--- src/monitor_readout_regs.svh ---
// register offsets, field positions, reset values and counts of the monitor readout
`ifndef MONITOR_READOUT_REGS_SVH
`define MONITOR_READOUT_REGS_SVH

// register byte offsets
`define OFS_CONTROL          12'h000
`define OFS_MASK             12'h004
`define OFS_STATUS           12'h008
`define OFS_VOLTAGE_WORD     12'h00C
`define OFS_CURRENT_WORD     12'h010
`define OFS_BATTERY_WORD     12'h014

// control field positions
`define CTL_PDN_LSB          0
`define CTL_GLOBAL_PDN_BIT   3
`define CTL_WINDOW_LSB       4
`define CTL_SDOUT_OFF_BIT    7
`define CTL_WORD12_BIT       8

// flag bit order, shared by mask, status and power-down fields
`define MON_VOLTAGE          0
`define MON_CURRENT          1
`define MON_BATTERY          2
`define STS_UVLO_BIT         3

// reset values
`define RST_PDN              3'h7
`define RST_WINDOW           3'h4
`define RST_MASK             3'h7

// window select: slice msb is this base plus the select value
`define WINDOW_MSB_BASE      18
`define CURRENT_RAW_W        26
`define FRAME_BITS           40

`endif

--- src/monitor_readout_pkg.sv ---
// types shared by the monitor readout modules
package monitor_readout_pkg;

	typedef logic [2:0] mon_bits_t;

	typedef struct packed {
		mon_bits_t    pdn;
		logic         global_pdn;
		logic [2:0]   window_sel;
		logic         sdout_off;
		logic         word12;
		mon_bits_t    mask;
		mon_bits_t    flags;
		logic [15:0]  volt_word;
		logic [15:0]  curr_word;
		logic [7:0]   batt_word;
		logic [39:0]  frame;
		logic         sclk_prev;
		logic         lrck_prev;
		logic         pready;
		logic         pslverr;
		logic [31:0]  prdata;
		logic         irq;
		logic         sdout;
		logic         sdout_oe;
		mon_bits_t    pdn_pins;
		logic         global_pdn_pin;
	} core_state_s;

endpackage

--- src/current_window_if.sv ---
// carrier between the core and the current window selector
`timescale 1ns/1ps
interface current_window_if;
	logic [25:0] raw;
	logic [2:0]  sel;
	logic [15:0] word;
	logic        ovfl;

	modport core   (output raw, output sel, input word, input ovfl);
	modport window (input raw, input sel, output word, output ovfl);
endinterface

--- src/level_sync.sv ---
// two-flop synchroniser for levels arriving from outside the clock domain
`timescale 1ns/1ps
module level_sync #(
	parameter int W = 1
) (
	// clock and reset
	input  wire logic         ref_clk_in,
	input  wire logic         rst_in,
	// levels
	input  wire logic [W-1:0] async_in,
	output logic [W-1:0]      sync_out
);
	typedef struct packed {
		logic [W-1:0] stage2;
		logic [W-1:0] stage1;
	} sync_state_s;

	sync_state_s st;
	sync_state_s next_st;

	// first stage feeds only the second
	always_comb begin
		next_st.stage1 = async_in;
		next_st.stage2 = st.stage1;
	end

	always_ff @(posedge ref_clk_in) begin
		if (rst_in) begin
			st <= '0;
		end else begin
			st <= next_st;
		end
	end

	assign sync_out = st.stage2;
endmodule

--- src/current_window.sv ---
// picks a 16-bit slice of the wide current result and flags truncation
`timescale 1ns/1ps
`include "monitor_readout_regs.svh"
module current_window (
	current_window_if.window cw
);
	logic signed [25:0] shifted;
	logic [4:0]         shift;
	logic [10:0]        upper;

	// slice lsb sits fifteen below the msb; each select step doubles the weight per code
	always_comb begin
		shift   = 5'(`WINDOW_MSB_BASE - 15) + 5'(cw.sel);
		shifted = $signed(cw.raw) >>> shift;
		upper   = shifted[25:15];
		cw.word = shifted[15:0];
		// upper bits must all copy the slice sign, else the word was cut
		cw.ovfl = ~((&upper) | ~(|upper));
	end
endmodule

--- src/monitor_readout.sv ---
// apb register file, overflow status and serial frame output of the three monitors
//
// Decided for this implementation: the address map and the APB slave port.
`timescale 1ns/1ps
`include "monitor_readout_regs.svh"

module monitor_readout (
	// clock and reset
	input  wire logic        ref_clk_in,
	input  wire logic        rst_in,
	// apb slave
	input  wire logic        psel_in,
	input  wire logic        penable_in,
	input  wire logic        pwrite_in,
	input  wire logic [11:0] paddr_in,
	input  wire logic [31:0] pwdata_in,
	output logic [31:0]      prdata_out,
	output logic             pready_out,
	output logic             pslverr_out,
	// converter results, same clock
	input  wire logic        sample_valid_in,
	input  wire logic [15:0] voltage_raw_in,
	input  wire logic        voltage_overrange_in,
	input  wire logic [25:0] current_raw_in,
	input  wire logic [7:0]  battery_raw_in,
	input  wire logic        battery_overrange_in,
	// supply lockout level from the analog side
	input  wire logic        uvlo_in,
	// serial port pins
	input  wire logic        sclk_in,
	input  wire logic        lrck_in,
	output logic             sdout_out,
	output logic             sdout_oe_out,
	// power controls and interrupt
	output logic [2:0]       monitor_power_down_bits_out,
	output logic             global_power_down_out,
	output logic             irq_out
);
	monitor_readout_pkg::core_state_s st;
	monitor_readout_pkg::core_state_s next_st;

	current_window_if cw ();
	logic [2:0] pins_sync;
	logic       sclk_s;
	logic       lrck_s;
	logic       uvlo_s;

	// pins cross into the clock domain through two flops each
	level_sync #(
		.W (3)
	) u_pin_sync (
		.ref_clk_in (ref_clk_in),
		.rst_in     (rst_in),
		.async_in   ({uvlo_in, lrck_in, sclk_in}),
		.sync_out   (pins_sync)
	);

	assign sclk_s = pins_sync[0];
	assign lrck_s = pins_sync[1];
	assign uvlo_s = pins_sync[2];

	// window selector sees the raw current and the programmed select
	assign cw.raw = current_raw_in;
	assign cw.sel = st.window_sel;

	current_window u_window (
		.cw (cw)
	);

	logic                           access;
	logic                           wr_now;
	logic                           rd_now;
	logic [2:0]                     overrange;
	logic [2:0]                     live;
	logic [2:0]                     clear_flags;
	logic [15:0]                    low_mask;
	logic [31:0]                    rd_val;
	logic                           rd_ok;

	// bus decode: answer one cycle into the access phase
	always_comb begin
		access = psel_in & penable_in;
		wr_now = access & st.pready & pwrite_in;
		rd_now = access & ~st.pready & ~pwrite_in;
		rd_ok  = 1'b1;
		rd_val = 32'h0000_0000;
		unique case (paddr_in)
			`OFS_CONTROL: begin
				rd_val[`CTL_PDN_LSB +: 3]       = st.pdn;
				rd_val[`CTL_GLOBAL_PDN_BIT]     = st.global_pdn;
				rd_val[`CTL_WINDOW_LSB +: 3]    = st.window_sel;
				rd_val[`CTL_SDOUT_OFF_BIT]      = st.sdout_off;
				rd_val[`CTL_WORD12_BIT]         = st.word12;
			end
			`OFS_MASK: begin
				rd_val[2:0] = st.mask;
			end
			`OFS_STATUS: begin
				rd_val[2:0]           = st.flags;
				rd_val[`STS_UVLO_BIT] = uvlo_s;
			end
			`OFS_VOLTAGE_WORD: begin
				rd_val = {{16{st.volt_word[15]}}, st.volt_word};
			end
			`OFS_CURRENT_WORD: begin
				rd_val = {{16{st.curr_word[15]}}, st.curr_word};
			end
			`OFS_BATTERY_WORD: begin
				rd_val = {{24{st.batt_word[7]}}, st.batt_word};
			end
			default: begin
				rd_ok = 1'b0;
			end
		endcase
	end

	// overrange per path; a powered-down path cannot report
	always_comb begin
		live        = ~st.pdn & {3{~st.global_pdn}};
		overrange[`MON_VOLTAGE] = voltage_overrange_in;
		overrange[`MON_CURRENT] = cw.ovfl;
		overrange[`MON_BATTERY] = battery_overrange_in;
		overrange   = overrange & live & {3{sample_valid_in}};
		clear_flags = (access & st.pready & ~pwrite_in & (paddr_in == `OFS_STATUS))
			? 3'h7 : 3'h0;
		// twelve-bit form keeps only the upper twelve bits
		low_mask    = st.word12 ? 16'hFFF0 : 16'hFFFF;
	end

	// next state of the whole core
	always_comb begin
		next_st = st;

		// register writes take effect at the completing edge
		if (wr_now) begin
			unique case (paddr_in)
				`OFS_CONTROL: begin
					next_st.pdn        = pwdata_in[`CTL_PDN_LSB +: 3];
					next_st.global_pdn = pwdata_in[`CTL_GLOBAL_PDN_BIT];
					next_st.window_sel = pwdata_in[`CTL_WINDOW_LSB +: 3];
					next_st.sdout_off  = pwdata_in[`CTL_SDOUT_OFF_BIT];
					next_st.word12     = pwdata_in[`CTL_WORD12_BIT];
				end
				`OFS_MASK: begin
					next_st.mask = pwdata_in[2:0];
				end
				default: begin
					next_st.mask = st.mask;
				end
			endcase
		end

		// bus answer: ready for one cycle, data and error with it
		next_st.pready  = access & ~st.pready;
		next_st.pslverr = access & ~st.pready & ~rd_ok;
		if (rd_now) begin
			next_st.prdata = rd_val;
		end

		// set wins over the read clear, so a held overflow stays visible
		next_st.flags = (st.flags & ~clear_flags) | overrange;
		next_st.irq   = |(next_st.flags & ~st.mask);

		// capture fresh words unscaled, so full scale keeps its meaning
		// a powered-down path reads zero
		if (sample_valid_in) begin
			next_st.volt_word = live[`MON_VOLTAGE] ? (voltage_raw_in & low_mask) : 16'h0000;
			next_st.curr_word = live[`MON_CURRENT] ? (cw.word & low_mask) : 16'h0000;
			next_st.batt_word = live[`MON_BATTERY] ? battery_raw_in : 8'h00;
		end

		// serial frame: all three words loaded together at each word clock edge
		next_st.sclk_prev = sclk_s;
		next_st.lrck_prev = lrck_s;
		if (lrck_s != st.lrck_prev) begin
			next_st.frame = {st.volt_word, st.curr_word, st.batt_word};
		end else if (st.sclk_prev & ~sclk_s) begin
			next_st.frame = {st.frame[38:0], 1'b0};
		end
		next_st.sdout    = next_st.frame[39];
		// lockout powers the output down so the fault is not echoed back
		next_st.sdout_oe = ~uvlo_s & ~st.sdout_off & ~st.global_pdn;
		// an undriven pin also holds low, so no stale bit waits behind the enable
		if (~next_st.sdout_oe) begin
			next_st.sdout = 1'b0;
		end

		next_st.pdn_pins       = st.pdn;
		next_st.global_pdn_pin = st.global_pdn;
	end

	// one register for the whole core
	always_ff @(posedge ref_clk_in) begin
		if (rst_in) begin
			st            <= '0;
			st.pdn        <= `RST_PDN;
			st.window_sel <= `RST_WINDOW;
			st.mask       <= `RST_MASK;
			st.pdn_pins   <= `RST_PDN;
		end else begin
			st <= next_st;
		end
	end

	// outputs straight from flops
	assign prdata_out                  = st.prdata;
	assign pready_out                  = st.pready;
	assign pslverr_out                 = st.pslverr;
	assign sdout_out                   = st.sdout;
	assign sdout_oe_out                = st.sdout_oe;
	assign monitor_power_down_bits_out = st.pdn_pins;
	assign global_power_down_out       = st.global_pdn_pin;
	assign irq_out                     = st.irq;
endmodule

--- config.mk ---
export PLATFORM = sky130hd
export DESIGN_NAME = monitor_readout
export DESIGN_NICKNAME = d
export VERILOG_FILES = /design/src/monitor_readout_pkg.sv /design/src/current_window_if.sv /design/src/level_sync.sv /design/src/current_window.sv /design/src/monitor_readout.sv
export VERILOG_INCLUDE_DIRS = /design/src
export SDC_FILE = /design/constraint.sdc
export NUM_CORES = 1
export LEC_CHECK = 0
export BUFFER_PORTS_ARGS = -buffer_cell sky130_fd_sc_hd__clkbuf_2
export CORE_ASPECT_RATIO = 0.5
export CORE_MARGIN = 1.5
export CORE_UTILIZATION = 40
export CTS_BUF_LIST = sky130_fd_sc_hd__clkbuf_8
export CTS_CLUSTER_SIZE = 12
export DETAILED_ROUTE_END_ITERATION = 6
export GPL_ROUTABILITY_DRIVEN = 0
export HOLD_SLACK_MARGIN = 0.02
export PLACE_DENSITY = 0.69
export SETUP_SLACK_MARGIN = 0.4
export SLEW_MARGIN = 15
export SYNTH_ARGS = -nofsm -noshare
export SYNTH_HDL_FRONTEND = slang
export SYNTH_SLANG_ARGS = --single-unit
--- constraint.sdc ---
create_clock -name ref_clk_in -period 3.3 [get_ports ref_clk_in]
set_input_delay 0.66 -clock ref_clk_in [delete_from_list [all_inputs] [get_ports ref_clk_in]]
set_output_delay 0.66 -clock ref_clk_in [all_outputs]
set_load 0.02 [all_outputs]
# Word-level counts from Yosys, hierarchy flattened
# Index checks and enable logic that the tools add are counted.
dict set report word_totals {
  regBits 144
  in_bits 105
  output_inout_bits 41
  word_cells 86
}
dict set report classes {
  add_sub_neg 1
  eq_ne 6
  shifts 1
  muxes 12
  bitwise_logic 33
  n_reduce_logical 9
}
# op count
set op_table {}
lappend op_table {{$mux W40} 2}
lappend op_table {{$pmux W23 S3} 1}
lappend op_table {{$and A16 B16 Y16} 2}
lappend op_table {{$mux W16} 2}
lappend op_table {{$sshr A26 B5 Y26} 1}
lappend op_table {{$eq A12 B4 Y1 const B} 2}
lappend op_table {{$eq A12 B5 Y1 const B} 2}
lappend op_table {{$pmux W5 S4} 1}
lappend op_table {{$pmux W3 S6} 1}
lappend op_table {{$and A3 B3 Y3} 5}
lappend op_table {{$eq A12 B3 Y1 const B} 1}
lappend op_table {{$logic_not A12 Y1} 1}
lappend op_table {{$and A1 B1 Y1} 11}
lappend op_table {{$reduce_and A11 Y1} 1}
lappend op_table {{$reduce_or A11 Y1} 1}
lappend op_table {{$not A1 Y1} 10}
lappend op_table {{$not A3 Y3} 3}
lappend op_table {{$mux W8} 1}
lappend op_table {{$reduce_or A6 Y1} 1}
lappend op_table {{$pmux W1 S5} 1}
lappend op_table {{$add A2 B3 Y4 const A} 1}
lappend op_table {{$mux W4} 1}
lappend op_table {{$reduce_and A2 Y1} 2}
lappend op_table {{$mux W3} 1}
lappend op_table {{other kinds (7)} 7}

# Depth between registers and ports, before layout
# Gate-level depths: netlist (run 1).
dict set report logic_depth {
  ltp_word 11
  depth_mapped 12
  ltp_nobuf 8
}

# Cells and area by module
# A second synthesis (run 1) with hierarchy kept.
dict set report hier_totals {
  hier_cells 778
  area_unflattened_um2 6880.3
}
# mod n_inst cells_each area_each_um2 seq_area_each_um2
set by_module_without_submodules {}
lappend by_module_without_submodules {monitor_readout 1 620 5531.6 2442.3}
lappend by_module_without_submodules {current_window 1 146 1191.1 0.0}
lappend by_module_without_submodules {level_sync 1 12 157.7 120.1}

# Worst setup path after synthesis (run 1)
# OpenSTA, ideal clock, no wires.
dict set report synth_timing {
  path_kind {reg2reg}
  start {reg st (netlist bit cw.sel[0])}
  end {reg st (netlist bit irq_out)}
  setup_ps 138
  arrival_ps 2570
  t_required_ps 3162
  slack_ps 593
  stages_incl_launch_ff 11
  path_buffers 3
  period_less_slack_ps 2707
  cell_sequence {dfxtp_1 > buf_6 > buf_2 > inv_1 > ha_1 > buf_2 > mux4_2 > mux4_2 > or2_0 > mux2i_1 > o221ai_1}
}
dict set report synth_via {
  elab_chain_cells 11
  word_cells_on_any_way 12
  classes_between {add/sub (1); shift (1); bitwise (7); reduce/logical (3)}
}
# item line_no
set synth_rtl {}
lappend synth_rtl {{from (decl)} monitor_readout.sv:39} ;# monitor_readout_pkg::core_state_s st;
lappend synth_rtl {{from (signal assigned)} monitor_readout.sv:201} ;# st <= next_st;
lappend synth_rtl {{$add A2 B3 Y4 *} current_window.sv:13} ;# shift = 5'(`WINDOW_MSB_BASE - 15) + 5'(cw.sel);
lappend synth_rtl {{$sshr A26 B5 Y26 *} current_window.sv:14} ;# shifted = $signed(cw.raw) >>> shift;
lappend synth_rtl {{$reduce_or A11 Y1} current_window.sv:18} ;# cw.ovfl = ~((&upper) | ~(|upper));
lappend synth_rtl {{$not A1 Y1} current_window.sv:18}
lappend synth_rtl {{$or A1 B1 Y1 *} current_window.sv:18}
lappend synth_rtl {{$not A1 Y1 *} current_window.sv:18}
lappend synth_rtl {{$and A3 B3 Y3 * (2 in a row)} monitor_readout.sv:123} ;# overrange = overrange & live & {3{sample_valid_in}};
lappend synth_rtl {{$or A3 B3 Y3 *} monitor_readout.sv:161} ;# next_st.flags = (st.flags & ~clear_flags) | overrange;
lappend synth_rtl {{$and A3 B3 Y3 *} monitor_readout.sv:162} ;# next_st.irq = |(next_st.flags & ~st.mask);
lappend synth_rtl {{$reduce_or A3 Y1 *} monitor_readout.sv:162}
# Mark *: on every way between the ends. The rest lies on a longest branch, timed or not.
# A chain may end at the register's enable or synchronous reset.

# Worst setup path after layout (run 1)
dict set report layout_timing {
  start {reg st (netlist bit cw.sel[1])}
  end {reg st[92] in the netlist's numbering}
}
dict set report layout_via {
  elab_chain_cells 4
}
# item line_no
set layout_rtl {}
lappend layout_rtl {{$add A2 B3 Y4} current_window.sv:13}
lappend layout_rtl {{$sshr A26 B5 Y26} current_window.sv:14}
lappend layout_rtl {{$and A16 B16 Y16} monitor_readout.sv:168} ;# next_st.curr_word = live[`MON_CURRENT] ? (cw.word & low_mask) : 16'h0000;
lappend layout_rtl {{$mux W16} monitor_readout.sv:168}
# Every way passes these cells.

==> summary.txt, run 1 <==
Run status
  – Status: finished clean

Timing
  – Maximum clock rate: 375.2 MHz
  – Final Cycle Share: 80.77%
  – Hold Slack: 0.4323 ns
  – Final setup fails: 0
  – Max Slew Vio Count: 0
  – Worst rel slew slack: 32.95%
  – Period minus WS final: 2.666 ns
  – Worst slew pin tran: 1.002 ns
  – RSZ-0062 raised after global routing: no
  – Hold Fails Final Rpt: 0
  – Setup Total Neg Slack: 0 ns
  – Worst clock skew: 0.01367 ns

Yosys
  – Yosys warns: 0
  – Post-synthesis area per instance: 9.078 sq um
  – Post-synth top flop: dfxtp_1
  – Async S/R FF share, synth: 0%
  – Netlist Area Pre-Place: 6726 sq um
  – Synth top area share: 38.10%
  – Register area share after synthesis: 38.10%
  – Net count after synthesis: 847
  – Yosys reg bits: 128
  – Yosys top cell by area: dfxtp_1
  – Largest cells by area after synthesis: dfxtp_1 38%, mux2i_1 9.2%, mux4_2 8.0%, nor2_1 6.0%, a211oi_1 5.6%
  – Post-Syn Instances: 741
  – Synth cell types: 58
  – EDFF count, synth: 0

Layout
  – Ant diodes: 0
  – Commonest non-fill, non-tap cell in the layout: dfxtp_1
  – Nets: 908
  – Non-Filler Instances: 1042
  – Layout cells sized above 1: 26.01%
  – Most frequent cells in the layout: 126 x dfxtp_1, 121 x clkbuf_2, 107 x nor2_1
  – Final instance area: 7699 sq um
  – Layout fillers: 1581
  – Area Growth Syn to Fin: 14.45%

Floorplanning
  – Cell Rows: 33
  – Die height: 94.70 microns
  – Die area: 17650 sq um
  – Initial Utilization: 41.04%
  – Die X: 186.4 microns
  – Core area: 16390 sq um
  – IO Pins: 146

Clock tree
  – Post-CTS setup buffers: 0
  – CTS max path bufs: 2
  – Skew-Pair Late Insertion Delay: 0.44 ns
  – Total CTS buffers: 17
  – Post-CTS Hold Fix Bufs: 0
  – Post-CTS sizing: 0
  – CTS tree: yes
  – Clock slew at reported path FFs: 0.07 ns
  – CTS H-tree depth: 4
  – Clk root buf: clkbuf_8
  – Clock sink total: 128

Setup path
  – Critical path peak fanout: 18
  – Req. time, crit path: 3.59 ns
  – CP arrival: 2.96 ns
  – Crit. End Element: register
  – Setup CP Type: register to register
  – Crit path launch type: register

Routing
  – WL/cell: 16.43 microns
  – Post-Route WL: 17.13 mm
  – Starting DRC count in detailed routing: 534
  – Via count: 5791
  – DRT antenna net count: 0
  – DR vias/cell: 5.558
  – DRC: 0
  – DRT Pass-1 Iters: 5

Pwr
  – Final Power: 3.453 mW
  – P per Cell Area: 448.5 nW/um^2
  – Sw frac: 24.27%
  – Internal: 2.615 mW
  – Pleak: 3.148 nW
  – Maximum vdd drop: 0.2421 mV
  – Combinational Power Share: 10.0%
  – Clock power share: 43.0%
  – Sequential fraction of design power: 47.0%
  – P_sw: 0.8378 mW

Global routing
  – Initial antenna violation count: 0
  – Largest net degree at the start of global routing: 75
  – Vias in the first global route: 5199
  – Gr ovfl total: 0
  – First-pass GRT wire length: 27.23 mm
  – Total GRT Usage: 19.44%

Job
  – Max Cap Viol: 0

Place
  – I/O Buffers: 122
  – Dpl cell area: 7247 sq um
  – DP HPWL: 12.40 mm
  – DP Cell Count: 1010

Hold path
  – Hold crit path type: primary input to register
-- power groups by stage --
stage	sequential, mW	clock (mW)	combinational [mW]
after floorplan	1.65	0	0.242
after global placement	1.66	0	0.334
after detailed placement	1.66	0	0.340
after CTS	1.62	1.51	0.344
after global routing	1.63	1.59	0.378
final	1.62	1.49	0.345
-- sequential cells by signal, indices dropped and copies added (netlist names) --
| register | flops |
|---|---|
| cw.sel | 3 |
| global_power_down_out | 1 |
| irq_out | 1 |
| monitor_power_down_bits_out | 3 |
| next_st | 4 |
| prdata_out | 16 |
| pready_out | 1 |
| pslverr_out | 1 |
| sdout_oe_out | 1 |
| sdout_out | 1 |
| st | 90 |
| u_pin_sync.next_st | 3 |
| u_pin_sync.sync_out | 3 |
-- stage by stage --
step	util (%)	worst slack (ns)
after floorplan	-	0.5926
after global placement	44.21	0.4779
after detailed placement	44.21	0.4158
after CTS	46.90	0.4305
after global routing	46.97	0.4845
final	46.97	0.6344
-- synthesized netlist by cell type (all sizes together), types with 2 or more instances --
master	number
dfxtp	128
nor2	107
mux2i	62
nand2	61
buf	56
a211oi	51
clkbuf	38
a21oi	33
a22oi	24
mux4	24
nand3	24
nor2b	18
a32oi	12
nand2b	10
nor3	10
a211o	8
a221oi	6
inv	6
o21ai	6
a311oi	5
mux2	5
or2	5
nor3b	4
nor4	4
and2	3
and3	3
and4	2
nand3b	2
o211ai	2
o21a	2
xnor2	2
-- worst paths after layout --
path	start	to	slack [ns]	cells after the start
worst max-delay path	cw.sel[1]	st[92]	0.63	9
worst min register to register	u_pin_sync.next_st[5]	u_pin_sync.sync_out[2]	0.44	1
worst min-delay path	sclk_in	u_pin_sync.next_st[3]	0.43	2
worst max register to register	cw.sel[1]	st[92]	0.63	9
-- routing by layer --
layer	up-vias	share of wire, %	global-route usage [%]
li1	2796	-	-
met1	2781	47	26.61
met2	197	45	31.00
met3	17	6.4	3.790
met4	0	1.2	6.301
met5	-	0	0
-- area by class of cell --
| class | count | area [sq um] | area share [%] |
|---|---|---|---|
| clock inverters | 12 | 166.4 | 2.162 |
| inverters | 6 | 22.52 | 0.2925 |
| clock buffers | 20 | 275.3 | 3.575 |
| multi-input cells | 513 | 3655 | 47.47 |
| well taps | 227 | 284.0 | 3.689 |
| flip-flops and latches | 128 | 2565 | 33.32 |
| repair buffers | 136 | 730.7 | 9.491 |
-- worst max-delay path: stages (launching register included) --
cell and delay [ns]:
dfxtp_2 0.41, inv_1 0.07, ha_2 0.44, buf_4 0.19
buf_4 0.25, mux4_2 0.58, mux2i_1 0.21, nand2_1 0.09
a32oi_1 0.23, nor2_1 0.05
-- cells by family (layout without fill, tap and decap cells) --
group / Yosys count / in the layout / share of synthesized area (%)
compound gates: 160 / 160 / 17.34
xor+xnor: 3 / 3 / 0.6140
fa+ha+maj: 1 / 1 / 0.1860
buf+inv: 100 / 174 / 8.017
flops: 128 / 128 / 38.10
mux: 91 / 91 / 18.10
simple gates: 258 / 258 / 17.65
(Power assumes the default switching activity.)
==> run 2, diff against run 1 <==
- clock period: 3.3 -> 2.8 ns (I/O delays scaled with it)
==> run 2 against run 1 <==
Compared with the run above:
- sequential share of layout area fell by 0.28 points
- via count fell by 0.43%
- count of clock-buffer cells in the layout did not move
- first-iteration DRC count fell by 2.4%
- die area did not move
- flip-flop and latch count did not move
- sequential power rose by 18%
- non-clock buffer count rose by 13
- setup slack got worse by 0.19 ns
- critical path type unchanged
==> summary.txt, run 2 (same netlist as run 1, synthesis figures left out) <==
Setup path
  – Crit. End Element: register
  – Crit path launch type: register
  – Setup CP Type: register to register
  – Critical path peak fanout: 10 (-8)
  – RR Startpoint: cw.sel[0]
  – CP Launch Point: cw.sel[0]
  – Req. time, crit path: 3.15 ns (-0.44 ns)
  – CP arrival: 2.71 ns (-0.25 ns)

Timing
  – Setup Total Neg Slack: 0 ns (unchanged)
  – Worst rel slew slack: 50.87% (+18 points)
  – Worst slew pin tran: 0.7370 ns (-0.2650 ns)
  – RSZ-0062 raised after global routing: yes
  – Max Slew Vio Count: 0 (unchanged)
  – Final Worst Setup Slack: 0.4437 ns (-0.1907 ns)
  – Worst clock skew: 0.01203 ns (-0.001632 ns)
  – Final Cycle Share: 84.15% (+3.4 points)
  – Period minus WS final: 2.356 ns (-0.3093 ns)
  – Hold Fails Final Rpt: 0 (unchanged)
  – Maximum clock rate: 424.4 MHz (+13%)
  – Final setup fails: 0 (unchanged)

Routing
  – DRC: 0 (unchanged)
  – DRT antenna net count: 0 (unchanged)
  – DRT Pass-1 Iters: 5 (unchanged)
  – Starting DRC count in detailed routing: 521 (-2.4%)
  – DR vias/cell: 5.476 (-1.5%)
  – WL/cell: 16.58 microns (+0.90%)
  – Post-Route WL: 17.46 mm (+2.0%)
  – Via count: 5766 (-0.43%)

Layout
  – Final instance area: 7764 sq um (+0.85%)
  – Core Util, Final: 47.36% (+0.40 points)
  – Area Growth Syn to Fin: 15.42%
  – Layout fillers: 1593 (+0.76%)
  – Commonest non-fill, non-tap cell in the layout: dfxtp_1
  – Nets: 921 (+1.4%)
  – Most frequent cells in the layout: 126 x dfxtp_1, 121 x clkbuf_2, 107 x nor2_1
  – Ant diodes: 0 (unchanged)
  – Max reg flops: 90 (unchanged)
  – Most flop-heavy register: st
  – Layout cells sized above 1: 27.72% (+1.7 points)

Place
  – DP HPWL: 12.68 mm (+2.3%)
  – Dpl ws: 0.3151 ns (-0.1007 ns)
  – Dpl cell area: 7348 sq um (+1.4%)
  – I/O Buffers: 122 (unchanged)

Clock tree
  – Skew-Pair Late Insertion Delay: 0.44 ns (about the same)
  – Total CTS buffers: 17 (unchanged)
  – Clock sink total: 128 (unchanged)
  – CTS max path bufs: 2 (unchanged)
  – Clock slew at reported path FFs: 0.07 ns (about the same)
  – CTS H-tree depth: 4 (unchanged)
  – CTS tree: yes
  – Clk root buf: clkbuf_8
  – Post-CTS Hold Fix Bufs: 0 (unchanged)

Global routing
  – First-pass GRT wire length: 27.48 mm (+0.91%)
  – Initial antenna violation count: 0 (unchanged)
  – Total GRT Usage: 19.70% (+0.27 points)
  – Largest net degree at the start of global routing: 81 (+8.0%)
  – Gr ovfl total: 0 (unchanged)
  – Vias in the first global route: 5228 (+0.56%)

Floorplanning
  – Core area: 16390 sq um (unchanged)
  – IO Pins: 146 (unchanged)
  – Die area: 17650 sq um (unchanged)
  – Die X: 186.4 microns (unchanged)
  – Die height: 94.70 microns (unchanged)
  – Cell Rows: 33 (unchanged)
  – Initial Utilization: 41.04% (unchanged)

Pwr
  – P per Cell Area: 476.9 nW/um^2 (+6.3%)
  – Pleak: 3.175 nW (+0.86%)
  – Maximum vdd drop: 0.2698 mV (+11%)
  – Final Power: 3.703 mW (+7.2%)

Hold path
  – Hold Crit Start: pwdata_in[6]
  – Hold crit path type: primary input to register

Run status
  – Status: finished clean

Job
  – Max Cap Viol: 0 (unchanged)
run 2: cell count changes in the layout (fill, tap and decap cells not counted), moves of 2 or more:
cell       delta
clkinv_2      +2
inv_1         -3
buf_4         +9
bufinv_16     -4
run 2: what timing repair did:
item,CTS,global route
resized for setup,2,7
pin swaps,1,2
hold endpoints to repair,0,0
setup buffers,4,0
endpoints found under the setup margin,2,6
run 2: final timing paths:
kind,depth (start not counted),slack [ns],end
hold reg to reg,1,0.44,u_pin_sync.sync_out[1]
hold / removal,2,0.32,cw.sel[2]
setup / recovery,8,0.44,st[124]
setup reg to reg,8,0.44,st[124]
run 2: final cells by class:
| type | instances | area [sq um] | share of cell area [%] |
|---|---|---|---|
| clock buffers | 20 | 275.3 | 3.546 |
| multi-input cells | 513 | 3700 | 47.66 |
| inverters | 6 | 25.02 | 0.3223 |
| well taps | 227 | 284.0 | 3.658 |
| repair buffers | 149 | 849.6 | 10.94 |
| clock inverters | 10 | 65.06 | 0.8380 |
| flip-flops and latches | 128 | 2565 | 33.04 |
run 2: report_power, final:
group | switching (mW) | internal, mW | leakage, nW
Sequential | 0.0330 | 1.88 | 1.04
Combinational | 0.236 | 0.176 | 1.97
Clock | 0.712 | 0.665 | 0.166
Total | 0.981 | 2.72 | 3.17
run 2: through the flow:
step | hold slack [ns] | cells
global route | 0.3027 | 1053
CTS | 0.3037 | 1053
detailed placement | 0.4261 | 1019
global placement | 0.4293 | 1019
finish | 0.3202 | 1053
floorplan | 0.4064 | 741
run 2: routing by layer:
metal / share of wire, % / track usage (%) / vias up
li1: - / - / 2826
met1: 48 / 27.48 / 2753
met2: 44 / 30.75 / 179
met3: 6.6 / 5.760 / 8
met4: 0.50 / 2.913 / 0
met5: 0 / 0 / -
run 2: worst max-delay path: stages, from the launching register on:
cell and delay, ns:
dfxtp_2 0.37, inv_4 0.05, ha_4 0.34, buf_4 0.13, mux4_2 0.51, a41o_1 0.28
a311oi_2 0.34, a21oi_2 0.06, a211oi_2 0.17
